==> src/verilog/adc_mode_pkg.sv <==
// Purpose: shared constants and types for the converter mode controller
// Assumes: master clock equals ref_clk at 125 MHz
// Notes:   command codes are 7-bit prefixes, so each pair of byte codes maps to one
package adc_mode_pkg;
   // timing, in printed units, and derived clock counts
   localparam int CLK_PERIOD_NS = 8;
   localparam int POR_TIME_NS = 2200000;
   localparam int POR_CYCLES = (POR_TIME_NS + CLK_PERIOD_NS - 1) / CLK_PERIOD_NS;
   localparam int PIN_RESET_MIN_CLKS = 4;
   localparam int CMD_LATENCY_CLKS = 2;
   localparam int MOD_PERIOD_CLKS = 16;
   localparam int RST_CMD_CYCLES = 512;
   localparam int OSC_START_CYCLES = 64;
   localparam int CONV_MOD_PERIODS = 256;

   // register offsets
   localparam logic [7:0] ADDR_STATUS = 8'h01;
   localparam logic [7:0] ADDR_GAIN = 8'h03;
   localparam logic [7:0] ADDR_RATE = 8'h04;
   localparam logic [7:0] ADDR_REF = 8'h05;
   localparam logic [7:0] ADDR_CFG_LAST = 8'h07;

   // field positions
   localparam int STATUS_POR_BIT = 7;
   localparam int STATUS_NRDY_BIT = 6;
   localparam int GAIN_DELAY_LSB = 5;
   localparam int GAIN_AMP_LSB = 3;
   localparam int RATE_CLKSEL_BIT = 6;
   localparam int RATE_MODE_BIT = 5;
   localparam int RATE_LOWLAT_BIT = 4;
   localparam int REF_CTRL_LSB = 0;

   // reset values
   localparam logic [7:0] GAIN_RESET = 8'h08;
   localparam logic [7:0] RATE_RESET = 8'h00;
   localparam logic [7:0] REF_RESET = 8'h01;
   localparam logic [7:0] AUX_RESET = 8'h00;

   // field codes
   localparam logic [1:0] FIELD_OFF = 2'h0;
   localparam logic [1:0] REF_KEEP_IN_SLEEP = 2'h2;

   // command prefixes (upper seven bits of the command byte)
   localparam logic [6:0] CMD_RESUME = 7'h01;
   localparam logic [6:0] CMD_SLEEP = 7'h02;
   localparam logic [6:0] CMD_RESET = 7'h03;
   localparam logic [6:0] CMD_START = 7'h04;
   localparam logic [6:0] CMD_STOP = 7'h05;
   localparam logic [6:0] CMD_CAL = 7'h09;

   typedef enum logic [2:0] {
      ST_POR = 3'h0,
      ST_STANDBY = 3'h1,
      ST_DELAY = 3'h2,
      ST_CONVERT = 3'h3,
      ST_SLEEP = 3'h4,
      ST_WAKING = 3'h5,
      ST_RSTWAIT = 3'h6
   } state_type;

   // start delay code to modulator periods
   function automatic logic [12:0] delay_mods(input logic [2:0] code);
      case (code)
         3'h0: delay_mods = 13'h000E;
         3'h1: delay_mods = 13'h0001;
         3'h2: delay_mods = 13'h0002;
         3'h3: delay_mods = 13'h0004;
         3'h4: delay_mods = 13'h0010;
         3'h5: delay_mods = 13'h0040;
         3'h6: delay_mods = 13'h0100;
         default: delay_mods = 13'h1000;
      endcase
   endfunction : delay_mods
endpackage : adc_mode_pkg

==> src/verilog/adc_mode_ctrl.sv <==
// Purpose: operating mode sequencer of a delta-sigma converter
// Assumes: serial pins and reset pin are asynchronous to ref_clk
// Notes:   register port stands for the serial register access path
//
// The address map and the strobed register port are this design's own decisions.
`timescale 1ns/1ps

module adc_mode_ctrl #(
   parameter int POR_CLKS = adc_mode_pkg::POR_CYCLES,
   parameter int RST_CMD_CLKS = adc_mode_pkg::RST_CMD_CYCLES,
   parameter int OSC_START_CLKS = adc_mode_pkg::OSC_START_CYCLES,
   parameter int CONV_MODS = adc_mode_pkg::CONV_MOD_PERIODS
) (
   // clock and reset
   input wire logic ref_clk,
   input wire logic srst,
   // device pins
   input wire logic reset_pin_n,
   input wire logic trigger_pin,
   input wire logic sclk_pin,
   input wire logic din_pin,
   input wire logic cs_pin_n,
   // register port
   input wire logic [7:0] reg_addr,
   input wire logic [7:0] reg_wdata,
   input wire logic reg_wr,
   input wire logic reg_rd,
   output logic [7:0] reg_rdata,
   // converter controls
   output logic result_ready_output_n,
   output logic amp_power_on,
   output logic ref_power_on,
   output logic excitation_on,
   output logic filter_reset,
   output logic mod_clk_en,
   output logic internal_osc_sel,
   output logic cal_start,
   output logic sleep_active
);
   import adc_mode_pkg::*;

   state_type state_reg;
   logic [19:0] cnt_reg;
   logic [3:0] mod_div_reg;
   logic mod_tick;
   logic [12:0] dly_reg;
   logic [15:0] conv_reg;
   logic [1:0] shots_reg;
   logic stop_pend_reg;
   logic deliver_reg;
   logic power_on_occurred_flag;
   logic not_ready_reg;
   logic [7:0] cfg_reg [3:7];
   logic [2:0] trig_sync_reg, sclk_sync_reg;
   logic [1:0] rst_sync_reg, din_sync_reg, cs_sync_reg;
   logic [2:0] low_cnt_reg;
   logic pin_reset_reg;
   logic [6:0] shift_reg;
   logic [2:0] bit_cnt_reg;
   logic [6:0] cmd_reg;
   logic cmd_valid_reg;
   logic [1:0] start_pipe_reg, stop_pipe_reg, sleep_pipe_reg, trig_pipe_reg;
   logic sclk_fall, sclk_rise, trig_rise, trig_fall;
   logic asleep, running, cmd_open, reset_cmd, cfg_write, wr_ok;
   logic start_go, stop_go, sleep_go, trig_go, single_mode;

   // pin synchronisers: stage 0 is read only by stage 1
   always_ff @(posedge ref_clk) begin
      if (srst) begin
         rst_sync_reg <= 2'h3;
         trig_sync_reg <= 3'h0;
         sclk_sync_reg <= 3'h0;
         din_sync_reg <= 2'h0;
         cs_sync_reg <= 2'h3;
      end else begin
         rst_sync_reg <= {rst_sync_reg[0], reset_pin_n};
         trig_sync_reg <= {trig_sync_reg[1:0], trigger_pin};
         sclk_sync_reg <= {sclk_sync_reg[1:0], sclk_pin};
         din_sync_reg <= {din_sync_reg[0], din_pin};
         cs_sync_reg <= {cs_sync_reg[0], cs_pin_n};
      end
   end

   assign sclk_fall = sclk_sync_reg[2] & ~sclk_sync_reg[1];
   assign sclk_rise = ~sclk_sync_reg[2] & sclk_sync_reg[1];
   assign trig_rise = ~trig_sync_reg[2] & trig_sync_reg[1];
   assign trig_fall = trig_sync_reg[2] & ~trig_sync_reg[1];
   assign asleep = (state_reg == ST_SLEEP) || (state_reg == ST_WAKING);
   assign running = (state_reg == ST_DELAY) || (state_reg == ST_CONVERT);
   assign single_mode = cfg_reg[ADDR_RATE][RATE_MODE_BIT];
   // commands are refused while the part settles after any reset
   assign cmd_open = (state_reg != ST_POR) && (state_reg != ST_RSTWAIT);

   // pin reset width
   // a pulse shorter than four clocks is treated as a glitch
   always_ff @(posedge ref_clk) begin
      if (srst) begin
         low_cnt_reg <= 3'h0;
         pin_reset_reg <= 1'b0;
      end else begin
         pin_reset_reg <= 1'b0;
         if (!rst_sync_reg[1]) begin
            if (low_cnt_reg != 3'(PIN_RESET_MIN_CLKS))
               low_cnt_reg <= low_cnt_reg + 3'h1;
         end else begin
            if (low_cnt_reg == 3'(PIN_RESET_MIN_CLKS))
               pin_reset_reg <= 1'b1;
            low_cnt_reg <= 3'h0;
         end
      end
   end

   // decode on seventh edge
   // bits are taken on falling serial edges; chip select high clears the framing
   always_ff @(posedge ref_clk) begin
      if (srst) begin
         shift_reg <= 7'h00;
         bit_cnt_reg <= 3'h0;
         cmd_reg <= 7'h00;
         cmd_valid_reg <= 1'b0;
      end else begin
         cmd_valid_reg <= 1'b0;
         if (cs_sync_reg[1]) begin
            bit_cnt_reg <= 3'h0;
         end else if (sclk_fall) begin
            shift_reg <= {shift_reg[5:0], din_sync_reg[1]};
            bit_cnt_reg <= bit_cnt_reg + 3'h1;   // eighth edge wraps to zero
            if (bit_cnt_reg == 3'h6) begin
               cmd_reg <= {shift_reg[5:0], din_sync_reg[1]};
               cmd_valid_reg <= cmd_open;
            end
         end
      end
   end

   assign reset_cmd = cmd_valid_reg && (cmd_reg == CMD_RESET) && !asleep;

   // two-clock latency
   // start, stop, sleep and rising trigger edges each ride a two-stage delay line
   always_ff @(posedge ref_clk) begin
      if (srst || pin_reset_reg || reset_cmd) begin
         start_pipe_reg <= 2'h0;
         stop_pipe_reg <= 2'h0;
         sleep_pipe_reg <= 2'h0;
         trig_pipe_reg <= 2'h0;
      end else begin
         start_pipe_reg <= {start_pipe_reg[0],
                            cmd_valid_reg && cmd_reg == CMD_START && !asleep};
         stop_pipe_reg <= {stop_pipe_reg[0],
                           cmd_valid_reg && cmd_reg == CMD_STOP && !asleep};
         sleep_pipe_reg <= {sleep_pipe_reg[0],
                            cmd_valid_reg && cmd_reg == CMD_SLEEP && !asleep};
         trig_pipe_reg <= {trig_pipe_reg[0], trig_rise && cmd_open && !asleep};
      end
   end

   assign start_go = start_pipe_reg[CMD_LATENCY_CLKS-1];
   assign stop_go = stop_pipe_reg[CMD_LATENCY_CLKS-1];
   assign sleep_go = sleep_pipe_reg[CMD_LATENCY_CLKS-1];
   assign trig_go = trig_pipe_reg[CMD_LATENCY_CLKS-1];

   // modulator clock gate
   // the divider only runs in the delay and convert states, so standby sees no ticks
   always_ff @(posedge ref_clk) begin
      if (srst || !running || start_go || trig_go || cfg_write)
         mod_div_reg <= 4'h0;
      else
         mod_div_reg <= mod_div_reg + 4'h1;
   end

   assign mod_tick = running && (mod_div_reg == 4'(MOD_PERIOD_CLKS - 1));

   // write gate
   // writes are dropped in sleep, while the oscillator restarts and before ready
   assign wr_ok = reg_wr && !asleep && cmd_open;
   assign cfg_write = wr_ok && (reg_addr >= ADDR_GAIN) && (reg_addr <= ADDR_CFG_LAST);

   always_ff @(posedge ref_clk) begin
      if (srst || pin_reset_reg || reset_cmd) begin
         cfg_reg[3] <= GAIN_RESET;
         cfg_reg[4] <= RATE_RESET;
         cfg_reg[5] <= REF_RESET;
         cfg_reg[6] <= AUX_RESET;
         cfg_reg[7] <= AUX_RESET;
      end else if (cfg_write) begin
         cfg_reg[reg_addr[2:0]] <= reg_wdata;
      end
   end

   // status flags; a hardware set beats a same-cycle software clear
   always_ff @(posedge ref_clk) begin
      if (srst) begin
         power_on_occurred_flag <= 1'b0;
         not_ready_reg <= 1'b1;
      end else begin
         if (wr_ok && reg_addr == ADDR_STATUS && !reg_wdata[STATUS_POR_BIT])
            power_on_occurred_flag <= 1'b0;
         if (state_reg == ST_POR && cnt_reg == 20'(POR_CLKS - 1)) begin
            power_on_occurred_flag <= 1'b1;
            not_ready_reg <= 1'b0;
         end
      end
   end

   // register read, data one cycle after the strobe
   always_ff @(posedge ref_clk) begin
      if (srst) begin
         reg_rdata <= 8'h00;
      end else if (reg_rd) begin
         if (reg_addr == ADDR_STATUS)
            reg_rdata <= {power_on_occurred_flag, not_ready_reg, 3'h0, state_reg};
         else if (reg_addr >= ADDR_GAIN && reg_addr <= ADDR_CFG_LAST)
            reg_rdata <= cfg_reg[reg_addr[2:0]];
         else
            reg_rdata <= 8'h00;
      end
   end

   // mode sequencer
   always_ff @(posedge ref_clk) begin
      deliver_reg <= 1'b0;
      if (srst) begin
         state_reg <= ST_POR;
         cnt_reg <= 20'h00000;
         dly_reg <= 13'h0000;
         conv_reg <= 16'h0000;
         shots_reg <= 2'h0;
         stop_pend_reg <= 1'b0;
         deliver_reg <= 1'b0;
      end else if ((pin_reset_reg && state_reg != ST_POR) || reset_cmd) begin
         state_reg <= ST_RSTWAIT;
         cnt_reg <= 20'h00000;
         stop_pend_reg <= 1'b0;
      end else begin
         case (state_reg)
            ST_POR: begin
               cnt_reg <= cnt_reg + 20'h00001;
               if (cnt_reg == 20'(POR_CLKS - 1))
                  state_reg <= ST_STANDBY;
            end
            ST_RSTWAIT: begin
               cnt_reg <= cnt_reg + 20'h00001;
               if (cnt_reg == 20'(RST_CMD_CLKS - 1))
                  state_reg <= ST_STANDBY;
            end
            ST_STANDBY: begin
               if (sleep_go) begin
                  state_reg <= ST_SLEEP;
               end else if (start_go || trig_go) begin
                  state_reg <= ST_DELAY;
                  dly_reg <= delay_mods(cfg_reg[ADDR_GAIN][GAIN_DELAY_LSB +: 3]);
                  shots_reg <= cfg_reg[ADDR_RATE][RATE_LOWLAT_BIT] ? 2'h1 : 2'h3;
                  stop_pend_reg <= 1'b0;
               end
            end
            ST_DELAY, ST_CONVERT: begin
               if (sleep_go) begin
                  state_reg <= ST_SLEEP;
               end else if (start_go || trig_go || cfg_write) begin
                  state_reg <= ST_DELAY;
                  dly_reg <= delay_mods(cfg_write ?
                     reg_wdata[GAIN_DELAY_LSB +: 3] :
                     cfg_reg[ADDR_GAIN][GAIN_DELAY_LSB +: 3]);
                  if (cfg_write && reg_addr != ADDR_GAIN)
                     dly_reg <= delay_mods(cfg_reg[ADDR_GAIN][GAIN_DELAY_LSB +: 3]);
                  shots_reg <= cfg_reg[ADDR_RATE][RATE_LOWLAT_BIT] ? 2'h1 : 2'h3;
                  stop_pend_reg <= 1'b0;
               end else if (state_reg == ST_DELAY) begin
                  if (stop_go || (!single_mode && trig_fall))
                     stop_pend_reg <= 1'b1;
                  if (mod_tick) begin
                     dly_reg <= dly_reg - 13'h0001;
                     if (dly_reg == 13'h0001) begin
                        state_reg <= ST_CONVERT;
                        conv_reg <= 16'h0000;
                     end
                  end
               end else begin
                  if (stop_go || (!single_mode && trig_fall))
                     stop_pend_reg <= 1'b1;
                  if (mod_tick) begin
                     conv_reg <= conv_reg + 16'h0001;
                     if (conv_reg == 16'(CONV_MODS - 1)) begin
                        conv_reg <= 16'h0000;
                        if (single_mode) begin
                           shots_reg <= shots_reg - 2'h1;
                           if (shots_reg == 2'h1) begin
                              deliver_reg <= 1'b1;
                              state_reg <= ST_STANDBY;
                           end
                        end else begin
                           deliver_reg <= 1'b1;
                           if (stop_pend_reg || stop_go)
                              state_reg <= ST_STANDBY;
                        end
                     end
                  end
               end
            end
            ST_SLEEP: begin
               if (cmd_valid_reg && cmd_reg == CMD_RESUME) begin
                  state_reg <= ST_WAKING;
                  cnt_reg <= 20'h00000;
               end
            end
            ST_WAKING: begin
               cnt_reg <= cnt_reg + 20'h00001;
               if (cnt_reg == 20'(OSC_START_CLKS - 1))
                  state_reg <= ST_STANDBY;
            end
            default: state_reg <= ST_POR;
         endcase
      end
   end

   // ready output handling
   // a fresh result wins over a same-cycle clearing edge
   always_ff @(posedge ref_clk) begin
      if (srst || pin_reset_reg || reset_cmd)
         result_ready_output_n <= 1'b1;
      else if (deliver_reg)
         result_ready_output_n <= 1'b0;
      else if (sclk_rise || trig_rise)
         result_ready_output_n <= 1'b1;
   end

   // analog, clock and core controls, registered from state, fields and the command strobe
   always_ff @(posedge ref_clk) begin
      if (srst) begin
         amp_power_on <= 1'b0;
         ref_power_on <= 1'b0;
         excitation_on <= 1'b0;
         filter_reset <= 1'b1;
         mod_clk_en <= 1'b0;
         internal_osc_sel <= 1'b1;
         cal_start <= 1'b0;
         sleep_active <= 1'b0;
      end else begin
         amp_power_on <= running ||
            (state_reg == ST_STANDBY && cfg_reg[ADDR_GAIN][GAIN_AMP_LSB +: 2] != FIELD_OFF);
         excitation_on <= !asleep && cfg_reg[ADDR_REF][REF_CTRL_LSB +: 2] != FIELD_OFF;
         ref_power_on <= asleep ?
            cfg_reg[ADDR_REF][REF_CTRL_LSB +: 2] == REF_KEEP_IN_SLEEP :
            cfg_reg[ADDR_REF][REF_CTRL_LSB +: 2] != FIELD_OFF;
         filter_reset <= state_reg != ST_CONVERT;
         mod_clk_en <= running;
         internal_osc_sel <= !cfg_reg[ADDR_RATE][RATE_CLKSEL_BIT];
         cal_start <= cmd_valid_reg && cmd_reg == CMD_CAL && running;
         sleep_active <= asleep;
      end
   end
endmodule : adc_mode_ctrl

==> config.mk <==
export PLATFORM = sky130hd
export DESIGN_NAME = adc_mode_ctrl
export DESIGN_NICKNAME = d
export VERILOG_FILES = /design/src/verilog/adc_mode_pkg.sv /design/src/verilog/adc_mode_ctrl.sv
export SDC_FILE = /design/constraint.sdc
export NUM_CORES = 1
export LEC_CHECK = 0
export CELL_PAD_IN_SITES_DETAIL_PLACEMENT = 2
export CELL_PAD_IN_SITES_GLOBAL_PLACEMENT = 2
export CORE_MARGIN = 2
export CORE_UTILIZATION = 36
export CTS_CLUSTER_SIZE = 24
export DETAILED_ROUTE_END_ITERATION = 8
export DONT_BUFFER_PORTS = 1
export MAX_ROUTING_LAYER = met4
export PLACE_DENSITY = 0.74
export SYNTH_ARGS = -nofsm -noshare
export SYNTH_HDL_FRONTEND = slang
export SYNTH_SLANG_ARGS = --single-unit
==> constraint.sdc <==
create_clock -name ref_clk -period 2.3 [get_ports ref_clk]
set_input_delay 0.115 -clock ref_clk [delete_from_list [all_inputs] [get_ports ref_clk]]
set_output_delay 0.115 -clock ref_clk [all_outputs]
set_load 0.01 [all_outputs]
# After elaboration in Yosys (flattened, before gate mapping)
# Memories as Yosys holds them, arrays and structs flattened.
# Cells that the tools add are included.
op_classes:
  muxes: 70
  addsub: 7
  bitwise: 18
  order_cmp: 2
  reduce_logical: 76
  eq_ne: 69
ops:
  columns: ["cell", "count"]
  rows:
  - ["$pmux W13 S7", 2]
  - ["$mux W13", 7]
  - ["$mux W16", 5]
  - ["$mux W3", 19]
  - ["$pmux W20 S2", 1]
  - ["$eq A3 B3 Y1 const B", 11]
  - ["$ne A3 B3 Y1 const B", 10]
  - ["$logic_and A1 B1 Y1", 28]
  - ["$pmux W13 S2", 1]
  - ["$mux W8", 3]
  - ["$ne A6 B6 Y1 const B", 4]
  - ["$add A20 B1 Y20 const B", 1]
  - ["$eq A20 B19 Y1 const B", 1]
  - ["$eq A20 B6 Y1 const B", 1]
  - ["$eq A20 B9 Y1 const B", 1]
  - ["$mux W20", 1]
  - ["$reduce_and A10 Y1", 2]
  - ["$mux W1", 19]
  - ["$eq A3 B2 Y1 const B", 6]
  - ["$mux W2", 9]
  - ["$pmux W3 S6", 1]
  - ["$add A16 B1 Y16 const B", 1]
  - ["$eq A16 B8 Y1 const B", 1]
  - ["$reduce_or A8 Y1", 2]
  - ["42 further kinds", 105]
totals:
  mem_bits_rw: 40
  register_bits: 120
  out_inout_bits: 17
  memories: 1
  input_bits: 25
  elab_cells: 279
memory_table:
  columns: ["name", "words", "word_bits", "read_ports", "rd_clocked_by_memory_dff", "wr", "line_no", "source"]
  rows:
  - ["cfg_reg", 5, 8, 4, 0, 5, "adc_mode_ctrl.sv:53", "logic [7:0] cfg_reg [3:7];"]

# Longest topological paths before layout
depth:
  depth_word: 14
  ltp_mapped: 9
  ltp_nobuf: 8

# Worst setup path before layout
# No wires, ideal clock.
synth_path:
  kind: "reg2reg"
  from: "reg state_reg[2]"
  to: "mem cfg_reg[6][0], enable pin"
  arrival_ns: 1.899
  path_buffers: 0
  synth_period_minus_slack_ns: 2.283
  setup_ns: 0.384
  path_slack_ns: 0.017
  required_ns: 1.916
  path_stages_with_launch: 6
  path_cell_list: "dfxtp_1 and2b_1 nor3_2 nor3_1 nand3_1 o21ai_0"
synth_rtl:
  columns: ["item", "line_no", "source"]
  rows:
  - ["from (decl)", "adc_mode_ctrl.sv:42", "state_type state_reg;"]
  - ["from (signal assigned)", "adc_mode_ctrl.sv:223", "state_reg <= ST_POR;"]
  - ["from (signal assigned)", "adc_mode_ctrl.sv:231", "state_reg <= ST_RSTWAIT;"]
  - ["from (signal assigned)", "adc_mode_ctrl.sv:239", "state_reg <= ST_STANDBY;"]
  - ["to (decl)", "adc_mode_ctrl.sv:53", null]

==> flow_metrics.tcl <==
set metrics [dict create \
    status "completed" \
    drive_above_1_share_pct 21.2 \
    largest_reg_flops 40 \
    drv_slew 0 \
    syn-num-nets 856 \
    utilization_pct 45.4 \
    ff_latch_area_um2 3610 \
    diodes 0 \
    worstHoldPathType "in -> reg" \
    placementRows 53 \
    routed_via_density 5.72 \
    numCtsBuffers 17 \
    first_pass_iters 4 \
    p_leak_nw 3.38 \
    min_period_over_period_pct 99.5 \
    grt_setup_unrepaired "true" \
    maxCapViolations 0 \
    netSwitchingPower_mw 2.78 \
    vias 6797 \
    wl_per_cell_um 23.1 \
    wirelength_um 27500 \
    synth.area.top_cells "dfxtp_1 (31%), edfxtp_1 (16%), nor2_1 (4.9%)" \
    grt_pass1_wl_um 43000 \
    start_util_pct 36.6 \
    yosysWarningCount 0 \
    clkSinkCount 160 \
    synth_ff_type "dfxtp_1" \
    nets 936 \
    hold_viol 0 \
    ioPinCount 42 \
    htreeDepth 4 \
    synthTopCellsByCount "dfxtp_1 (120), nor2_1 (100), nand2_1 (57)" \
    fmax_mhz 437 \
    postRouteAntennaNets 0 \
    die_h_um 150 \
    synth_top_area_cell "dfxtp_1" \
    fin_cells 1189 \
    cts_tree "done" \
    synth-edff-count 40 \
    fin_skew_ps 12.8 \
    synth_top_area_share_pct 31.3 \
    worstSkewPairLatency_ps 440 \
    setup_violations 0 \
    die_w_um 150 \
    synth.avg_cell_area_um2 9.35 \
    drc 0 \
    critical_path_class "reg -> reg" \
    antenna_found_initial 0 \
    start_kind "register" \
    grt_start_max_net_pins 60 \
    nFillCells 2217 \
    cp.arrival_ps 2490 \
    peakVddDrop_v 0.000485 \
    switching_share_pct 34.0 \
    grtUsageTotal_pct 25.4 \
    die_area_um2 22500 \
    synth.distinct_cells 75 \
    hpwl_um 18100 \
    comb_power_share_pct 25.6 \
    clkTransAtPathRegs_ps 70 \
    dp.cells 1137 \
    required_ps 2500 \
    synth_seq_cells 160 \
    synth_most_common_cell "dfxtp_1" \
    min_period_ps 2290 \
    cts-root-buf "clkbuf_16" \
    gp_congestion 0.805 \
    grt_pass1_vias 7661 \
    ys_seq_area_share_pct 47.0 \
    power.share.clock_pct 36.0 \
    cts_buffer_depth 2 \
    multi_input_area_um2 4120 \
    tightest_slew_ps 699 \
    power_frac_seq_pct 38.4 \
    end_kind "register" \
    cp_max_fo 8 \
    coreArea_um2 21000 \
    ys_async_sr_fraction_pct 0 \
    io_buffer_count 0 \
    timing.slew.headroom_pct 52.8 \
    p_int_mw 5.39 \
    syn-cell-area_um2 7670 \
    p_per_area_nw_per_um2 857 \
    first_iter_violations 344 \
    grt_overflow_total 0 \
    area_delta_synth_final_pct 24.1 \
    synth_cells 821 \
]
-- final timing paths --
check / startpoint / end / slack [ps] / depth (start not counted)
worst max register to register: cmd_reg[4] / cfg_reg[6][5] / 10 / 8
worst min register to register: cs_sync_reg[0] / cs_sync_reg[1] / 420 / 1
worst min-delay path: srst / result_ready_output_n / 20 / 3
worst max-delay path: cmd_reg[4] / cfg_reg[6][5] / 10 / 8
-- cell families (layout without fill, tap and decap cells) --
group                      after synthesis  after routing  share of synthesized area (%)
adders and majority gates               10             10                           1.63
AOI/OAI and AO/OA                      160            161                           13.9
muxes                                   25             25                           3.85
DFF                                    160            160                           47.0
xor gates and xnor gates                37             37                           4.22
and+or+nand+nor                        377            377                           26.6
buffers and inverters                   52            144                           2.85
-- cell type report --
class / count / share of cell area [%]
clock buffers: 17 / 4.47
clock inverters: 15 / 1.81
inverters: 17 / 0.670
multi-input cells: 610 / 43.3
flip-flops and latches: 160 / 37.9
well taps: 275 / 3.61
repair buffers: 95 / 8.23
-- cell usage in the layout (no fill, tap or decap), drive strengths merged, types with 17 or more instances in the layout --
cell    Yosys  layout
a211oi     17      17
a21oi      41      41
and2       45      45
buf        12      80
clkbuf     23      17
dfxtp     120     120
edfxtp     40      40
inv        17      24
nand2      57      57
nand3      31      31
nor2      101     101
nor3       32      32
nor4       18      18
o21ai      36      36
xnor2      18      18
xor2       19      19
-- power by group through the flow --
stage | sequential [mW] | combinational, mW | clock [mW]
floorplan | 3.17 | 1.15 | 0
CTS | 3.13 | 1.89 | 2.95
detailed placement | 3.19 | 1.78 | 0
global placement | 3.17 | 1.70 | 0
global route | 3.15 | 2.28 | 3.09
finish | 3.14 | 2.09 | 2.94
-- through the flow --
step | cell area (µm²) | setup slack, ps | power (mW) | hold slack, ps | TNS [ps]
floorplan | 7670 | 17.0 | 4.32 | 219 | 0
global placement | 8440 | -154 | 4.87 | 204 | -811
detailed placement | 8440 | -396 | 4.97 | 211 | -5520
CTS | 9280 | 4.62 | 7.97 | 13.0 | 0
global route | 9520 | -81.5 | 8.53 | 15.3 | -1380
finish | 9520 | 10.7 | 8.16 | 22.3 | 0
-- repair_timing --
| item | in CTS | in global routing |
|---|---|---|
| hold buffers | 16 | 0 |
| endpoints found under the setup margin | 74 | 125 |
| setup buffers | 0 | 3 |
| hold endpoints to repair | 105 | 0 |
| gates cloned | 0 | 1 |
| pin swaps | 0 | 11 |
| resized for setup | 14 | 49 |
-- critical path: stages (launching register included) --
cell and delay [ps]:
dfxtp_1 330, or4b_4 570, nor3_4 310, nor3_4 70
buf_4 170, buf_4 170, nand3_2 130, o21ai_0 110
buf_4 180
-- routing by layer --
layer / vias up / global-route usage (%) / wire length [µm]
li1: 3146 / - / -
met2: 122 / 45.1 / 14300
met5: - / - / 0
met4: 0 / 6.37 / 472
met1: 3496 / 29.3 / 11800
met3: 33 / 5.12 / 883
No activity file was read; power rests on OpenSTA's default activity.
